--- config.mk ---
export PLATFORM = sky130hd
export DESIGN_NAME = jil_tx_end_flat
export DESIGN_NICKNAME = d
export VERILOG_FILES = /design/src/jil_pkg.sv /design/src/jil_link_if.sv /design/src/jil_tx_end.sv /design/src/flat_wrapper.sv
export VERILOG_INCLUDE_DIRS = /design/src
export SDC_FILE = /design/constraint.sdc
export NUM_CORES = 1
export LEC_CHECK = 0
export ABC_CLOCK_PERIOD_IN_PS = 4250
export BUFFER_PORTS_ARGS = -buffer_cell sky130_fd_sc_hd__buf_2
export CORE_UTILIZATION = 62
export CTS_BUF_LIST = sky130_fd_sc_hd__clkbuf_16
export CTS_CLUSTER_SIZE = 25
export DETAILED_ROUTE_END_ITERATION = 8
export PLACE_DENSITY = 0.82
export RECOVER_POWER = 100
export SLEW_MARGIN = 25
export SYNTH_ARGS = -nofsm -noshare
export SYNTH_HDL_FRONTEND = slang
export SYNTH_SLANG_ARGS = --single-unit
--- constraint.sdc ---
create_clock -name CLK -period 4.25 [get_ports CLK]
set_input_delay 0.85 -clock CLK [delete_from_list [all_inputs] [get_ports CLK]]
set_output_delay 0.85 -clock CLK [all_outputs]
set_load 0.05 [all_outputs]
--- src/jil_regs.svh ---
// Constants for the lane alignment and test pattern link.
`ifndef JIL_REGS_SVH
`define JIL_REGS_SVH
`define JIL_K28_5 8'hbc
`define JIL_K28_0 8'h1c
`define JIL_K28_3 8'h7c
`define JIL_K28_4 8'h9c
`define JIL_D21_5 8'hb5
`define JIL_ILA_LAST_MF 2'h3
`define JIL_CFG_FIRST 6'h02
`define JIL_CFG_LAST 6'h0f
`define JIL_CFG_CHK_IDX 4'hd
`define JIL_SYNC_MIN_FR 4
`define JIL_SYNC_HOLD 8
`define JIL_CGS_K_CNT 3'h4
`define JIL_K_MIN_1L 6'h09
`define JIL_K_MIN_2L 6'h11
`define JIL_K_MAX 6'h20
`define JIL_N_M1 5'h0f
`define JIL_JESDV 3'h1
`define JIL_SUBCLASSV 3'h1
`define JIL_PRBS_SEED 23'h7fffff
`endif

--- src/jil_pkg.sv ---
// Types and the shared scrambler step of the lane alignment link.
package jil_pkg;
	typedef enum logic [2:0] {JIL_TP_NORMAL, JIL_TP_D215, JIL_TP_K285, JIL_TP_REPILA, JIL_TP_RAMP,
		JIL_TP_PRBS} jil_tp_t;
	typedef enum logic [1:0] {JIL_PRBS7, JIL_PRBS15, JIL_PRBS23} jil_prbs_t;
	typedef enum logic [1:0] {JIL_TX_CGS, JIL_TX_ILA, JIL_TX_DATA} jil_tx_state_t;
	typedef enum logic [1:0] {JIL_RX_HOLD, JIL_RX_CGS, JIL_RX_ILA, JIL_RX_DATA} jil_rx_state_t;

	// Self-synchronous 1 + x^14 + x^15 over one octet, MSB first; returns {state, octet}.
	function automatic logic [22:0] jil_scr_step(input logic [7:0] d, input logic [14:0] s,
		input logic desc);
		logic [14:0] st;
		logic [7:0] o;
		logic b;
		st = s;
		o = 8'h00;
		for (int i = 7; i >= 0; i--) begin
			b = d[i] ^ st[13] ^ st[14];
			o[i] = b;
			st = {st[13:0], desc ? d[i] : b};
		end
		return {st, o};
	endfunction
endpackage

--- src/jil_link_if.sv ---
// Lane octets and sync request between transmitter and receiver.
`timescale 1ns/1ps
`default_nettype none
interface jil_link_if;
	logic [7:0] lane0_data;
	logic lane0_k;
	logic [7:0] lane1_data;
	logic lane1_k;
	logic link_sync_request_n;
	modport tx (output lane0_data, output lane0_k, output lane1_data, output lane1_k,
		input link_sync_request_n);
	modport rx (input lane0_data, input lane0_k, input lane1_data, input lane1_k,
		output link_sync_request_n);
endinterface
`default_nettype wire

--- src/jil_tx_end.sv ---
// Transmit end: ILA content, scrambling and test patterns for one channel.
`timescale 1ns/1ps
`default_nettype none
`include "jil_regs.svh"
module jil_tx_end
	import jil_pkg::*;
#(
	parameter int SYNC_MIN_FRAMES = `JIL_SYNC_MIN_FR
) (
	input wire logic CLK,
	input wire logic RSTN,
	jil_link_if.tx LINK,
	input wire logic [15:0] SAMPLE,
	output logic SAMPLE_TAKE,
	input wire logic DUAL_LANE,
	input wire logic SCR_EN,
	input wire logic [5:0] K_FRAMES,
	input wire jil_tp_t TEST_MODE,
	input wire jil_prbs_t PRBS_ORDER,
	input wire logic [15:0] RAMP_STEP,
	output logic LINK_UP
);
	jil_tx_state_t st_r, st_nxt;
	logic cf_dual_r, cf_dual_nxt, cf_scr_r, cf_scr_nxt;
	logic [5:0] cf_k_r, cf_k_nxt;
	jil_tp_t cf_tp_r, cf_tp_nxt;
	jil_prbs_t cf_prbs_r, cf_prbs_nxt;
	logic [5:0] oct_r, oct_nxt;
	logic [1:0] mf_r, mf_nxt;
	logic [2:0] sy_r, sy_nxt;
	logic sync_lvl_r, sync_lvl_nxt;
	logic [3:0] low_r, low_nxt;
	logic [15:0] ramp_r, ramp_nxt;
	logic [7:0] hold_r, hold_nxt;
	logic [22:0] prbs_r, prbs_nxt;
	logic [14:0] scr_r [2];
	logic [14:0] scr_nxt [2];
	logic [7:0] ld_r [2];
	logic [7:0] ld_nxt [2];
	logic lk_r [2];
	logic lk_nxt [2];
	logic [6:0] mf_len;
	logic [3:0] thr;
	logic mf_last, fr_start, sync_req, scr_on;
	logic [15:0] smp;
	logic [7:0] pre;
	logic [8:0] ila;
	logic [22:0] sr;
	logic [30:0] pstep;

	// Advance the selected PRBS eight bits, MSB first; returns {state, octet}.
	function automatic logic [30:0] prbs_step(input logic [22:0] s, input jil_prbs_t ord);
		logic [22:0] st;
		logic [7:0] o;
		logic b;
		st = s;
		o = 8'h00;
		for (int i = 7; i >= 0; i--) begin
			case (ord)
				JIL_PRBS15: b = st[14] ^ st[13];
				JIL_PRBS23: b = st[22] ^ st[17];
				default: b = st[6] ^ st[5];
			endcase
			o[i] = b;
			st = {st[21:0], b};
		end
		return {st, o};
	endfunction

	// Link configuration octet i (0 to 13) of the second ILA multiframe.
	function automatic logic [7:0] cfg_oct(input logic [3:0] i, input logic lid, input logic dual,
		input logic scr, input logic [5:0] k);
		logic [7:0] chk;
		// Field sum: LID + SCR + (L-1) + (F-1) + (K-1) + (N-1) + SUBCLASSV + (N'-1) + JESDV + HD.
		chk = {7'h00, lid} + {7'h00, scr} + {7'h00, dual} + {7'h00, ~dual} + {2'h0, k} - 8'h01
			+ {3'h0, `JIL_N_M1} + {5'h00, `JIL_SUBCLASSV} + {3'h0, `JIL_N_M1}
			+ {5'h00, `JIL_JESDV} + {7'h00, dual};
		case (i)
			4'h2: cfg_oct = {3'h0, 4'h0, lid};
			4'h3: cfg_oct = {scr, 6'h00, dual};
			4'h4: cfg_oct = {7'h00, ~dual};
			4'h5: cfg_oct = {2'h0, k - 6'h01};
			4'h7: cfg_oct = {3'h0, `JIL_N_M1};
			4'h8: cfg_oct = {`JIL_SUBCLASSV, `JIL_N_M1};
			4'h9: cfg_oct = {`JIL_JESDV, 5'h00};
			4'ha: cfg_oct = {dual, 7'h00};
			`JIL_CFG_CHK_IDX: cfg_oct = chk;
			default: cfg_oct = 8'h00;
		endcase
	endfunction

	// Control: sync filtering, multiframe counting, configuration latch and link state.
	always_comb begin
		mf_len = cf_dual_r ? {1'b0, cf_k_r} : {cf_k_r, 1'b0};
		mf_last = {1'b0, oct_r} == mf_len - 7'h01;
		fr_start = cf_dual_r | ~oct_r[0];
		sy_nxt = {sy_r[1:0], LINK.link_sync_request_n};
		sync_lvl_nxt = (sy_r[1] == sy_r[2]) ? sy_r[2] : sync_lvl_r;
		low_nxt = sync_lvl_r ? 4'h0 : (low_r == 4'hf ? low_r : low_r + 4'h1);
		thr = cf_dual_r ? 4'(SYNC_MIN_FRAMES) : 4'(2 * SYNC_MIN_FRAMES);
		sync_req = low_r >= thr;
		oct_nxt = mf_last ? 6'h00 : oct_r + 6'h01;
		cf_dual_nxt = cf_dual_r;
		cf_scr_nxt = cf_scr_r;
		cf_k_nxt = cf_k_r;
		cf_tp_nxt = cf_tp_r;
		cf_prbs_nxt = cf_prbs_r;
		if (mf_last) begin
			cf_dual_nxt = DUAL_LANE;
			cf_scr_nxt = SCR_EN;
			cf_prbs_nxt = PRBS_ORDER;
			// Out-of-range K is clamped so the multiframe always holds the ILA configuration.
			cf_k_nxt = K_FRAMES > `JIL_K_MAX ? `JIL_K_MAX : K_FRAMES;
			if (K_FRAMES < (DUAL_LANE ? `JIL_K_MIN_2L : `JIL_K_MIN_1L)) begin
				cf_k_nxt = DUAL_LANE ? `JIL_K_MIN_2L : `JIL_K_MIN_1L;
			end
			case (TEST_MODE)
				JIL_TP_D215, JIL_TP_K285, JIL_TP_REPILA, JIL_TP_RAMP, JIL_TP_PRBS: cf_tp_nxt = TEST_MODE;
				default: cf_tp_nxt = JIL_TP_NORMAL;
			endcase
		end
		st_nxt = st_r;
		mf_nxt = mf_r;
		case (st_r)
			JIL_TX_CGS: begin
				mf_nxt = 2'h0;
				if (sync_lvl_r && mf_last) begin
					st_nxt = JIL_TX_ILA;
				end
			end
			JIL_TX_ILA: begin
				if (mf_last) begin
					mf_nxt = mf_r + 2'h1;
					if (mf_r == `JIL_ILA_LAST_MF && cf_tp_r != JIL_TP_REPILA) begin
						st_nxt = JIL_TX_DATA;
					end
				end
				if (sync_req) begin
					st_nxt = JIL_TX_CGS;
				end
			end
			JIL_TX_DATA: begin
				if (sync_req) begin
					st_nxt = JIL_TX_CGS;
				end
			end
			default: st_nxt = JIL_TX_CGS;
		endcase
		if (cf_tp_r == JIL_TP_K285 || cf_tp_r == JIL_TP_PRBS) begin
			st_nxt = JIL_TX_CGS;
		end
	end

	// Lane content: sample framing, ILA octets, scrambler and pattern generators.
	always_comb begin
		smp = (cf_tp_r == JIL_TP_RAMP) ? ramp_r : SAMPLE;
		SAMPLE_TAKE = st_r == JIL_TX_DATA && fr_start && cf_tp_r == JIL_TP_NORMAL;
		ramp_nxt = ramp_r;
		if (st_r == JIL_TX_DATA && fr_start && cf_tp_r == JIL_TP_RAMP) begin
			ramp_nxt = ramp_r + RAMP_STEP;
		end
		hold_nxt = fr_start ? smp[7:0] : hold_r;
		pstep = prbs_step(prbs_r, cf_prbs_r);
		sr = pstep[30:8];
		prbs_nxt = (cf_tp_r == JIL_TP_PRBS) ? sr : prbs_r;
		scr_on = cf_scr_r && (cf_tp_r == JIL_TP_NORMAL || cf_tp_r == JIL_TP_RAMP);
		pre = 8'h00;
		ila = 9'h000;
		for (int l = 0; l < 2; l++) begin
			scr_nxt[l] = scr_r[l];
			ld_nxt[l] = 8'h00;
			lk_nxt[l] = 1'b0;
			pre = (l == 0) ? (fr_start ? smp[15:8] : hold_r) : smp[7:0];
			if (l == 0) begin
				ila = {1'b0, 2'h0, oct_r};
			end else begin
				ila = {1'b0, 2'h0, oct_r};
			end
			if (oct_r == 6'h00) begin
				ila = {1'b1, `JIL_K28_0};
			end else if ({1'b0, oct_r} == mf_len - 7'h01) begin
				ila = {1'b1, `JIL_K28_3};
			end else if (mf_r == 2'h1 && oct_r == 6'h01) begin
				ila = {1'b1, `JIL_K28_4};
			end else if (mf_r == 2'h1 && oct_r >= `JIL_CFG_FIRST && oct_r <= `JIL_CFG_LAST) begin
				ila = {1'b0, cfg_oct(4'(oct_r - `JIL_CFG_FIRST), l[0] & cf_dual_r, cf_dual_r, cf_scr_r, cf_k_r)};
			end
			if (l == 1 && !cf_dual_r) begin
				ld_nxt[l] = 8'h00;
			end else if (cf_tp_r == JIL_TP_K285) begin
				ld_nxt[l] = `JIL_K28_5;
				lk_nxt[l] = 1'b1;
			end else if (cf_tp_r == JIL_TP_PRBS) begin
				ld_nxt[l] = pstep[7:0];
			end else begin
				case (st_r)
					JIL_TX_ILA: begin
						ld_nxt[l] = ila[7:0];
						lk_nxt[l] = ila[8];
						// The history takes the plain ILA octets, as the receiver's descrambler does.
						scr_nxt[l] = {scr_r[l][6:0], ila[7:0]};
					end
					JIL_TX_DATA: begin
						if (cf_tp_r == JIL_TP_D215) begin
							ld_nxt[l] = `JIL_D21_5;
						end else if (scr_on) begin
							{scr_nxt[l], ld_nxt[l]} = jil_scr_step(pre, scr_r[l], 1'b0);
						end else begin
							ld_nxt[l] = pre;
						end
					end
					default: begin
						ld_nxt[l] = `JIL_K28_5;
						lk_nxt[l] = 1'b1;
					end
				endcase
			end
		end
	end

	always_ff @(posedge CLK or negedge RSTN) begin
		if (!RSTN) begin
			st_r <= JIL_TX_CGS;
			cf_dual_r <= 1'b0;
			cf_scr_r <= 1'b0;
			cf_k_r <= `JIL_K_MIN_1L;
			cf_tp_r <= JIL_TP_NORMAL;
			cf_prbs_r <= JIL_PRBS7;
			oct_r <= 6'h00;
			mf_r <= 2'h0;
			sy_r <= 3'h7;
			sync_lvl_r <= 1'b1;
			low_r <= 4'h0;
			ramp_r <= 16'h0000;
			hold_r <= 8'h00;
			prbs_r <= `JIL_PRBS_SEED;
			for (int l = 0; l < 2; l++) begin
				scr_r[l] <= 15'h0000;
				ld_r[l] <= 8'h00;
				lk_r[l] <= 1'b0;
			end
		end else begin
			st_r <= st_nxt;
			cf_dual_r <= cf_dual_nxt;
			cf_scr_r <= cf_scr_nxt;
			cf_k_r <= cf_k_nxt;
			cf_tp_r <= cf_tp_nxt;
			cf_prbs_r <= cf_prbs_nxt;
			oct_r <= oct_nxt;
			mf_r <= mf_nxt;
			sy_r <= sy_nxt;
			sync_lvl_r <= sync_lvl_nxt;
			low_r <= low_nxt;
			ramp_r <= ramp_nxt;
			hold_r <= hold_nxt;
			prbs_r <= prbs_nxt;
			for (int l = 0; l < 2; l++) begin
				scr_r[l] <= scr_nxt[l];
				ld_r[l] <= ld_nxt[l];
				lk_r[l] <= lk_nxt[l];
			end
		end
	end

	assign LINK.lane0_data = ld_r[0];
	assign LINK.lane0_k = lk_r[0];
	assign LINK.lane1_data = ld_r[1];
	assign LINK.lane1_k = lk_r[1];
	assign LINK_UP = st_r == JIL_TX_DATA;
endmodule
`default_nettype wire

--- src/flat_wrapper.sv ---
// flat-port wrapper written by rule: the top's interface ports become plain ports
module jil_tx_end_flat import jil_pkg::*;
#(
	parameter int SYNC_MIN_FRAMES = `JIL_SYNC_MIN_FR
)
  (CLK, RSTN, SAMPLE, SAMPLE_TAKE, DUAL_LANE, SCR_EN, K_FRAMES, TEST_MODE, PRBS_ORDER, RAMP_STEP, LINK_UP, LINK_lane0_data, LINK_lane0_k, LINK_lane1_data, LINK_lane1_k, LINK_link_sync_request_n);
  jil_link_if LINK_i ();
  input wire logic CLK;
  input wire logic RSTN;
  input wire logic [15:0] SAMPLE;
  output logic SAMPLE_TAKE;
  input wire logic DUAL_LANE;
  input wire logic SCR_EN;
  input wire logic [5:0] K_FRAMES;
  input wire jil_tp_t TEST_MODE;
  input wire jil_prbs_t PRBS_ORDER;
  input wire logic [15:0] RAMP_STEP;
  output logic LINK_UP;
  output wire logic [$bits(LINK_i.lane0_data)-1:0] LINK_lane0_data;
  output wire logic [$bits(LINK_i.lane0_k)-1:0] LINK_lane0_k;
  output wire logic [$bits(LINK_i.lane1_data)-1:0] LINK_lane1_data;
  output wire logic [$bits(LINK_i.lane1_k)-1:0] LINK_lane1_k;
  input wire logic [$bits(LINK_i.link_sync_request_n)-1:0] LINK_link_sync_request_n;
  assign LINK_lane0_data = LINK_i.lane0_data;
  assign LINK_lane0_k = LINK_i.lane0_k;
  assign LINK_lane1_data = LINK_i.lane1_data;
  assign LINK_lane1_k = LINK_i.lane1_k;
  assign LINK_i.link_sync_request_n = LINK_link_sync_request_n;
  jil_tx_end #(.SYNC_MIN_FRAMES(SYNC_MIN_FRAMES)) u_core (.CLK(CLK), .RSTN(RSTN), .LINK(LINK_i), .SAMPLE(SAMPLE), .SAMPLE_TAKE(SAMPLE_TAKE), .DUAL_LANE(DUAL_LANE), .SCR_EN(SCR_EN), .K_FRAMES(K_FRAMES), .TEST_MODE(TEST_MODE), .PRBS_ORDER(PRBS_ORDER), .RAMP_STEP(RAMP_STEP), .LINK_UP(LINK_UP));
endmodule
## Word-level counts from Yosys, hierarchy flattened

Index checks and enable logic that the tools add are counted.

- Bits in registers: 126
- Bits of input ports: 48
- Output and inout bits: 20
- Word-level logic and storage cells: 231

- Add/subtract/negate cells: 25
- $lt $le $gt $ge: 5
- Eq/ne operators: 37
- Muxes and demuxes: 62
- Bitwise logic cells: 61
- Reduce and logical (&&, ||, !) cells: 21

Operator list:

| cell | number |
|---|---|
| two-way mux 8 bit | 12 |
| one-hot mux 8 bit (9 select lines) | 1 |
| one-hot mux 8 bit (8 select lines) | 1 |
| two-way mux 15 bit | 4 |
| one-hot mux 15 bit (2 select lines) | 2 |
| XOR 1 bit | 56 |
| two-way mux 9 bit | 6 |
| adder 8 x 1 -> 8 bit | 5 |
| adder 8 x 1 -> 8 bit, second input constant | 4 |
| adder 8 x 4 -> 8 bit, second input constant | 4 |
| one-hot mux 8 bit (2 select lines) | 2 |
| == test 4 bit, second input constant | 5 |
| one-hot mux 1 bit (2 select lines) | 10 |
| two-way mux 6 bit | 3 |
| adder 16 bit | 1 |
| adder 8 x 6 -> 8 bit | 2 |
| two-way mux 16 bit | 1 |
| subtractor 8 x 1 -> 8 bit, second input constant | 2 |
| two-way mux 2 bit | 7 |
| == test 3 bit, second input constant | 4 |
| == test 4 x 3 -> 1 bit, second input constant | 3 |
| two-way mux 4 bit | 3 |
| == test 3 x 2 -> 1 bit, second input constant | 3 |
| logical AND 1 bit | 9 |
| other kinds (42) | 61 |

## Longest topological paths before layout

- Depth in word-level cells: 19
- Depth in mapped cells: 14
- Depth with buffers taken out: 14

## Least setup slack after synthesis

OpenSTA, ideal clock, no wires.

- Path type: reg-to-output
- From: register u_core.cf_dual_r
- To: output port SAMPLE_TAKE
- Arrival: 3.110 ns
- Data required time: 3.400 ns
- Setup slack: 0.290 ns
- Stages on the path, launching flop included: 6
- Buffers on the path: 3
- Cell sequence: dfrtp_1 -> clkbuf_1 -> nand2b_1 -> clkbuf_1 -> clkbuf_1 -> nor4b_1

- Word-level cells in the longest chain between the ends: 3

RTL lines:

| element | line | text |
|---|---|---|
| from (decl) | jil_tx_end.sv:24 | `logic cf_dual_r, cf_dual_nxt, cf_scr_r, cf_scr_nxt;` |
| from (signal assigned) | jil_tx_end.sv:244 | `cf_dual_r <= cf_dual_nxt;` |
| OR 1 bit | jil_tx_end.sv:96 | `fr_start = cf_dual_r \| ~oct_r[0];` |
| logical AND 1 bit (2 in a row) | jil_tx_end.sv:157 | `SAMPLE_TAKE = st_r == JIL_TX_DATA && fr_start && cf_tp_r == JIL_TP_NORMAL;` |
| to (decl) | flat_wrapper.sv:11 | `output logic SAMPLE_TAKE;` |

No other way between the ends.

==> impl_metrics.py <==
metrics = {
    "routing": {
        "post_drt_wl_per_cell_um": 19.08,
        "routed_wl_um": 24150,
        "detailroute.via_count": 8002,
        "first_pass_iters": 6,
        "via_per_inst": 6.321,
        "drtIter0Drc": 858,
        "ant_nets": 0,
        "drc_errors": 0,
    },
    "status": {
        "violations": "capacitance limit, slew limit",
        "outcome": "finished with violations",
    },
    "clocking": {
        "root_buffer": "clkbuf_16",
        "h-tree-depth": 4,
        "cts_made_buffers": 17,
        "cts_resized": 0,
        "post_cts_buffers": 0,
        "hold_buffers": 0,
        "cts_tree": "done",
        "clock_sinks": 126,
        "clk_path_buf_depth": 2,
        "clk-insertion-delay-late_ns": 0.43,
        "path_clk_slew_ns": 0.06,
    },
    "sta": {
        "rsz0062_at_grt": "no",
        "setup_viol": 0,
        "worst_pin_slew_ns": 1.971,
        "hold_viol_final": 0,
        "fmax_ghz": 0.2555,
        "skew_ns": 0.006719,
        "slew_headroom_pct": -31.42,
        "maxSlewViolCount": 65,
        "fin_crit_sh_pct": 92.08,
        "fin_tns_setup_ns": 0,
        "min_period_ns": 3.913,
    },
    "global_route": {
        "antenna_found_initial": 0,
        "gr-total-overflow": 0,
        "grt_pass1_wl_um": 38140,
        "grt_max_degree": 55,
        "grt_use_total_pct": 33.70,
        "grt_pass1_vias": 7386,
    },
    "placed_design": {
        "portBuffers": 67,
        "dp_hpwl_um": 17280,
        "gp_congestion": 0.9586,
    },
    "die": {
        "die-area_sq_um": 14900,
        "num_rows": 43,
        "die-height_um": 122.0,
        "initial_core_util_pct": 63.87,
        "core_sq_um": 13990,
        "die_width_um": 122.0,
        "ios": 68,
    },
    "logic_synthesis": {
        "postSynth.asyncResetShare_pct": 100.0,
        "ys_ff_latch": 126,
        "synth-main-ff-cell": "dfrtp_1",
        "synth_edf_count": 0,
        "synthesis.area_sq_um": 8935,
        "synth.distinct_cells": 78,
        "yosysWarnings": 0,
        "syn_inst": 1036,
        "syn_area_per_cell_sq_um": 8.624,
        "ys_seq_area_share_pct": 35.70,
        "syn_nets": 1146,
    },
    "setup_path": {
        "slowest_delay_ns": 0.57,
        "crit_path_max_fanout": 22,
        "arrival_ns": 4.21,
        "crit_path_top_delay_cell": "or4_4",
        "end_kind": "register",
        "worstSetupPathType": "register to register",
        "startpoint_type": "register",
        "critical_path.most_common_cell": "o31ai_1",
        "critPathRequiredTime_ns": 4.54,
        "cpLargestDelayFamily": "simple AND/OR/NAND/NOR gates",
        "cp_num_buf_inv": 2,
        "path_cells": "buf_4, nand2_1, ha_1, or3b_4, o31ai_1, a21oi_1, or4_4, o31ai_2, clkbuf_1, nor3_1, o31ai_1",
    },
    "cells_and_area": {
        "diodes": 0,
        "multi_input_area_sq_um": 5348,
        "register_area_sq_um": 3189,
        "area_growth_pct": 10.40,
        "n_fill_cell": 1105,
        "drive_above_1_share_pct": 12.34,
        "nNetsFinal": 1183,
        "utilization_pct": 70.52,
    },
    "pwr": {
        "p_per_area_nw_per_um2": 292.3,
        "vdd_ir_drop_max_mv": 0.3173,
        "power.leakage_nw": 4.525,
    },
    "run": {
        "maxCapViolations": 2,
    },
    "min_path": {
        "min_path_type": "register to register",
    },
}
cell usage after synthesis, drive strengths merged, types with 6 or more instances:
library cell	number	area share (%)
nand2	198	8.3
dfrtp	97	27
xor2	66	6.6
o21ai	59	3.3
nor2	58	2.4
ha	56	7.8
a21oi	52	2.9
clkbuf	47	2.0
xnor2	43	4.2
inv	37	1.6
dfstp	29	8.5
nand3	23	1.3
a31oi	22	1.5
and2	15	1.1
nor3	15	0.90
a21o	14	1.2
buf	14	0.90
mux2i	13	1.5
a211oi	11	0.92
o211ai	11	0.98
nor2b	10	0.70
nor3b	9	0.76
o21a	9	0.76
a221oi	8	0.78
mux2	8	1.0
o31ai	8	0.73
or3	8	0.62
a22oi	7	0.59
nand2b	7	0.49
fa	6	1.3
power breakdown:
part | total (mW) | switching, mW | internal [mW]
clock network | 1.43 | 0.587 | 0.846
logic | 0.217 | 0.127 | 0.0895
registers | 1.23 | 0.0161 | 1.22
final cells by class:
cell class              instances  area share [%]
repair buffers                 79           3.818
well taps                     180           2.283
multi-input cells             811           54.21
flip-flops and latches        126           32.33
inverters                      38           1.446
clock inverters                14           1.344
clock buffers                  18           4.566
logic make-up after synthesis:
kind of cell | Yosys count | share of synthesized area, %
adders and majority gates | 63 | 9.298
and+or+nand+nor | 372 | 19.11
xor gates and xnor gates | 109 | 10.77
buffers and inverters | 99 | 4.467
muxes | 21 | 2.465
DFF | 126 | 35.70
AOI/OAI and AO/OA | 246 | 18.19
worst paths after layout:
check | start | end | slack [ns] | cells past startpoint
worst max-delay path | u_core.cf_dual_r | u_core.LINK.lane1_data[4] | 0.34 | 11
worst min-delay path | u_core.sy_r[0] | u_core.sy_r[1] | 0.37 | 0
worst max register to register | u_core.cf_dual_r | u_core.LINK.lane1_data[4] | 0.34 | 11
worst min register to register | u_core.sy_r[0] | u_core.sy_r[1] | 0.37 | 0
max in group asynchronous | RSTN | u_core.mf_r[1] | 0.98 | 2
min in group asynchronous | RSTN | u_core.LINK.lane1_data[6] | 0.96 | 1
flip-flops by register name, indices dropped and copies added, names as in the netlist, 2 cells and up:
signal                  flops
u_core.scr_r               30
u_core.prbs_r              23
u_core.ramp_r              16
u_core.LINK.lane0_data      8
u_core.LINK.lane1_data      8
u_core.hold_r               8
u_core.cf_k_r               6
u_core.oct_r                6
u_core.low_r                4
u_core.cf_tp_r              3
u_core.sy_r                 3
u_core.cf_prbs_r            2
u_core.mf_r                 2
u_core.st_r                 2
layer usage:
metal	track usage [%]	routed length [um]	vias to the layer above
met5	0	0	-
met4	14.97	921	0
met3	7.210	2149	82
met2	50.67	10810	415
met1	46.55	10270	3822
li1	-	-	3683
per-stage QoR:
stage          setup WS, ns  hold WS, ns  power (mW)  cell area [sq um]  cells
2_1_floorplan        0.2901       0.3452       1.383               8935   1036
3_3_place_gp         0.8885       0.3511       1.465               9355   1234
3_5_place_dp         0.7859       0.3481       1.471               9355   1234
4_1_cts              0.7152       0.3608       2.892               9938   1266
5_1_grt              0.2372       0.3665       2.976               9864   1266
6_report             0.3367       0.3651       2.884               9864   1266
placed cells by master (no fill, tap or decap), types with 10 or more instances in the layout:
| cell | n |
|---|---|
| clkbuf_16 | 18 |
| buf_2 | 46 |
| nor2_1 | 58 |
| a211oi_1 | 11 |
| nand2_1 | 198 |
| nand3_1 | 23 |
| o211ai_1 | 10 |
| xor2_1 | 65 |
| nor3_1 | 14 |
| ha_1 | 56 |
| o21ai_0 | 59 |
| and2_1 | 10 |
| dfrtp_1 | 97 |
| mux2i_1 | 13 |
| a31oi_1 | 22 |
| nor2b_1 | 10 |
| clkbuf_1 | 25 |
| dfstp_2 | 27 |
| a21o_1 | 14 |
| inv_1 | 37 |
| a21oi_1 | 52 |
| xnor2_1 | 43 |
Power figures use the tool's default switching activity.
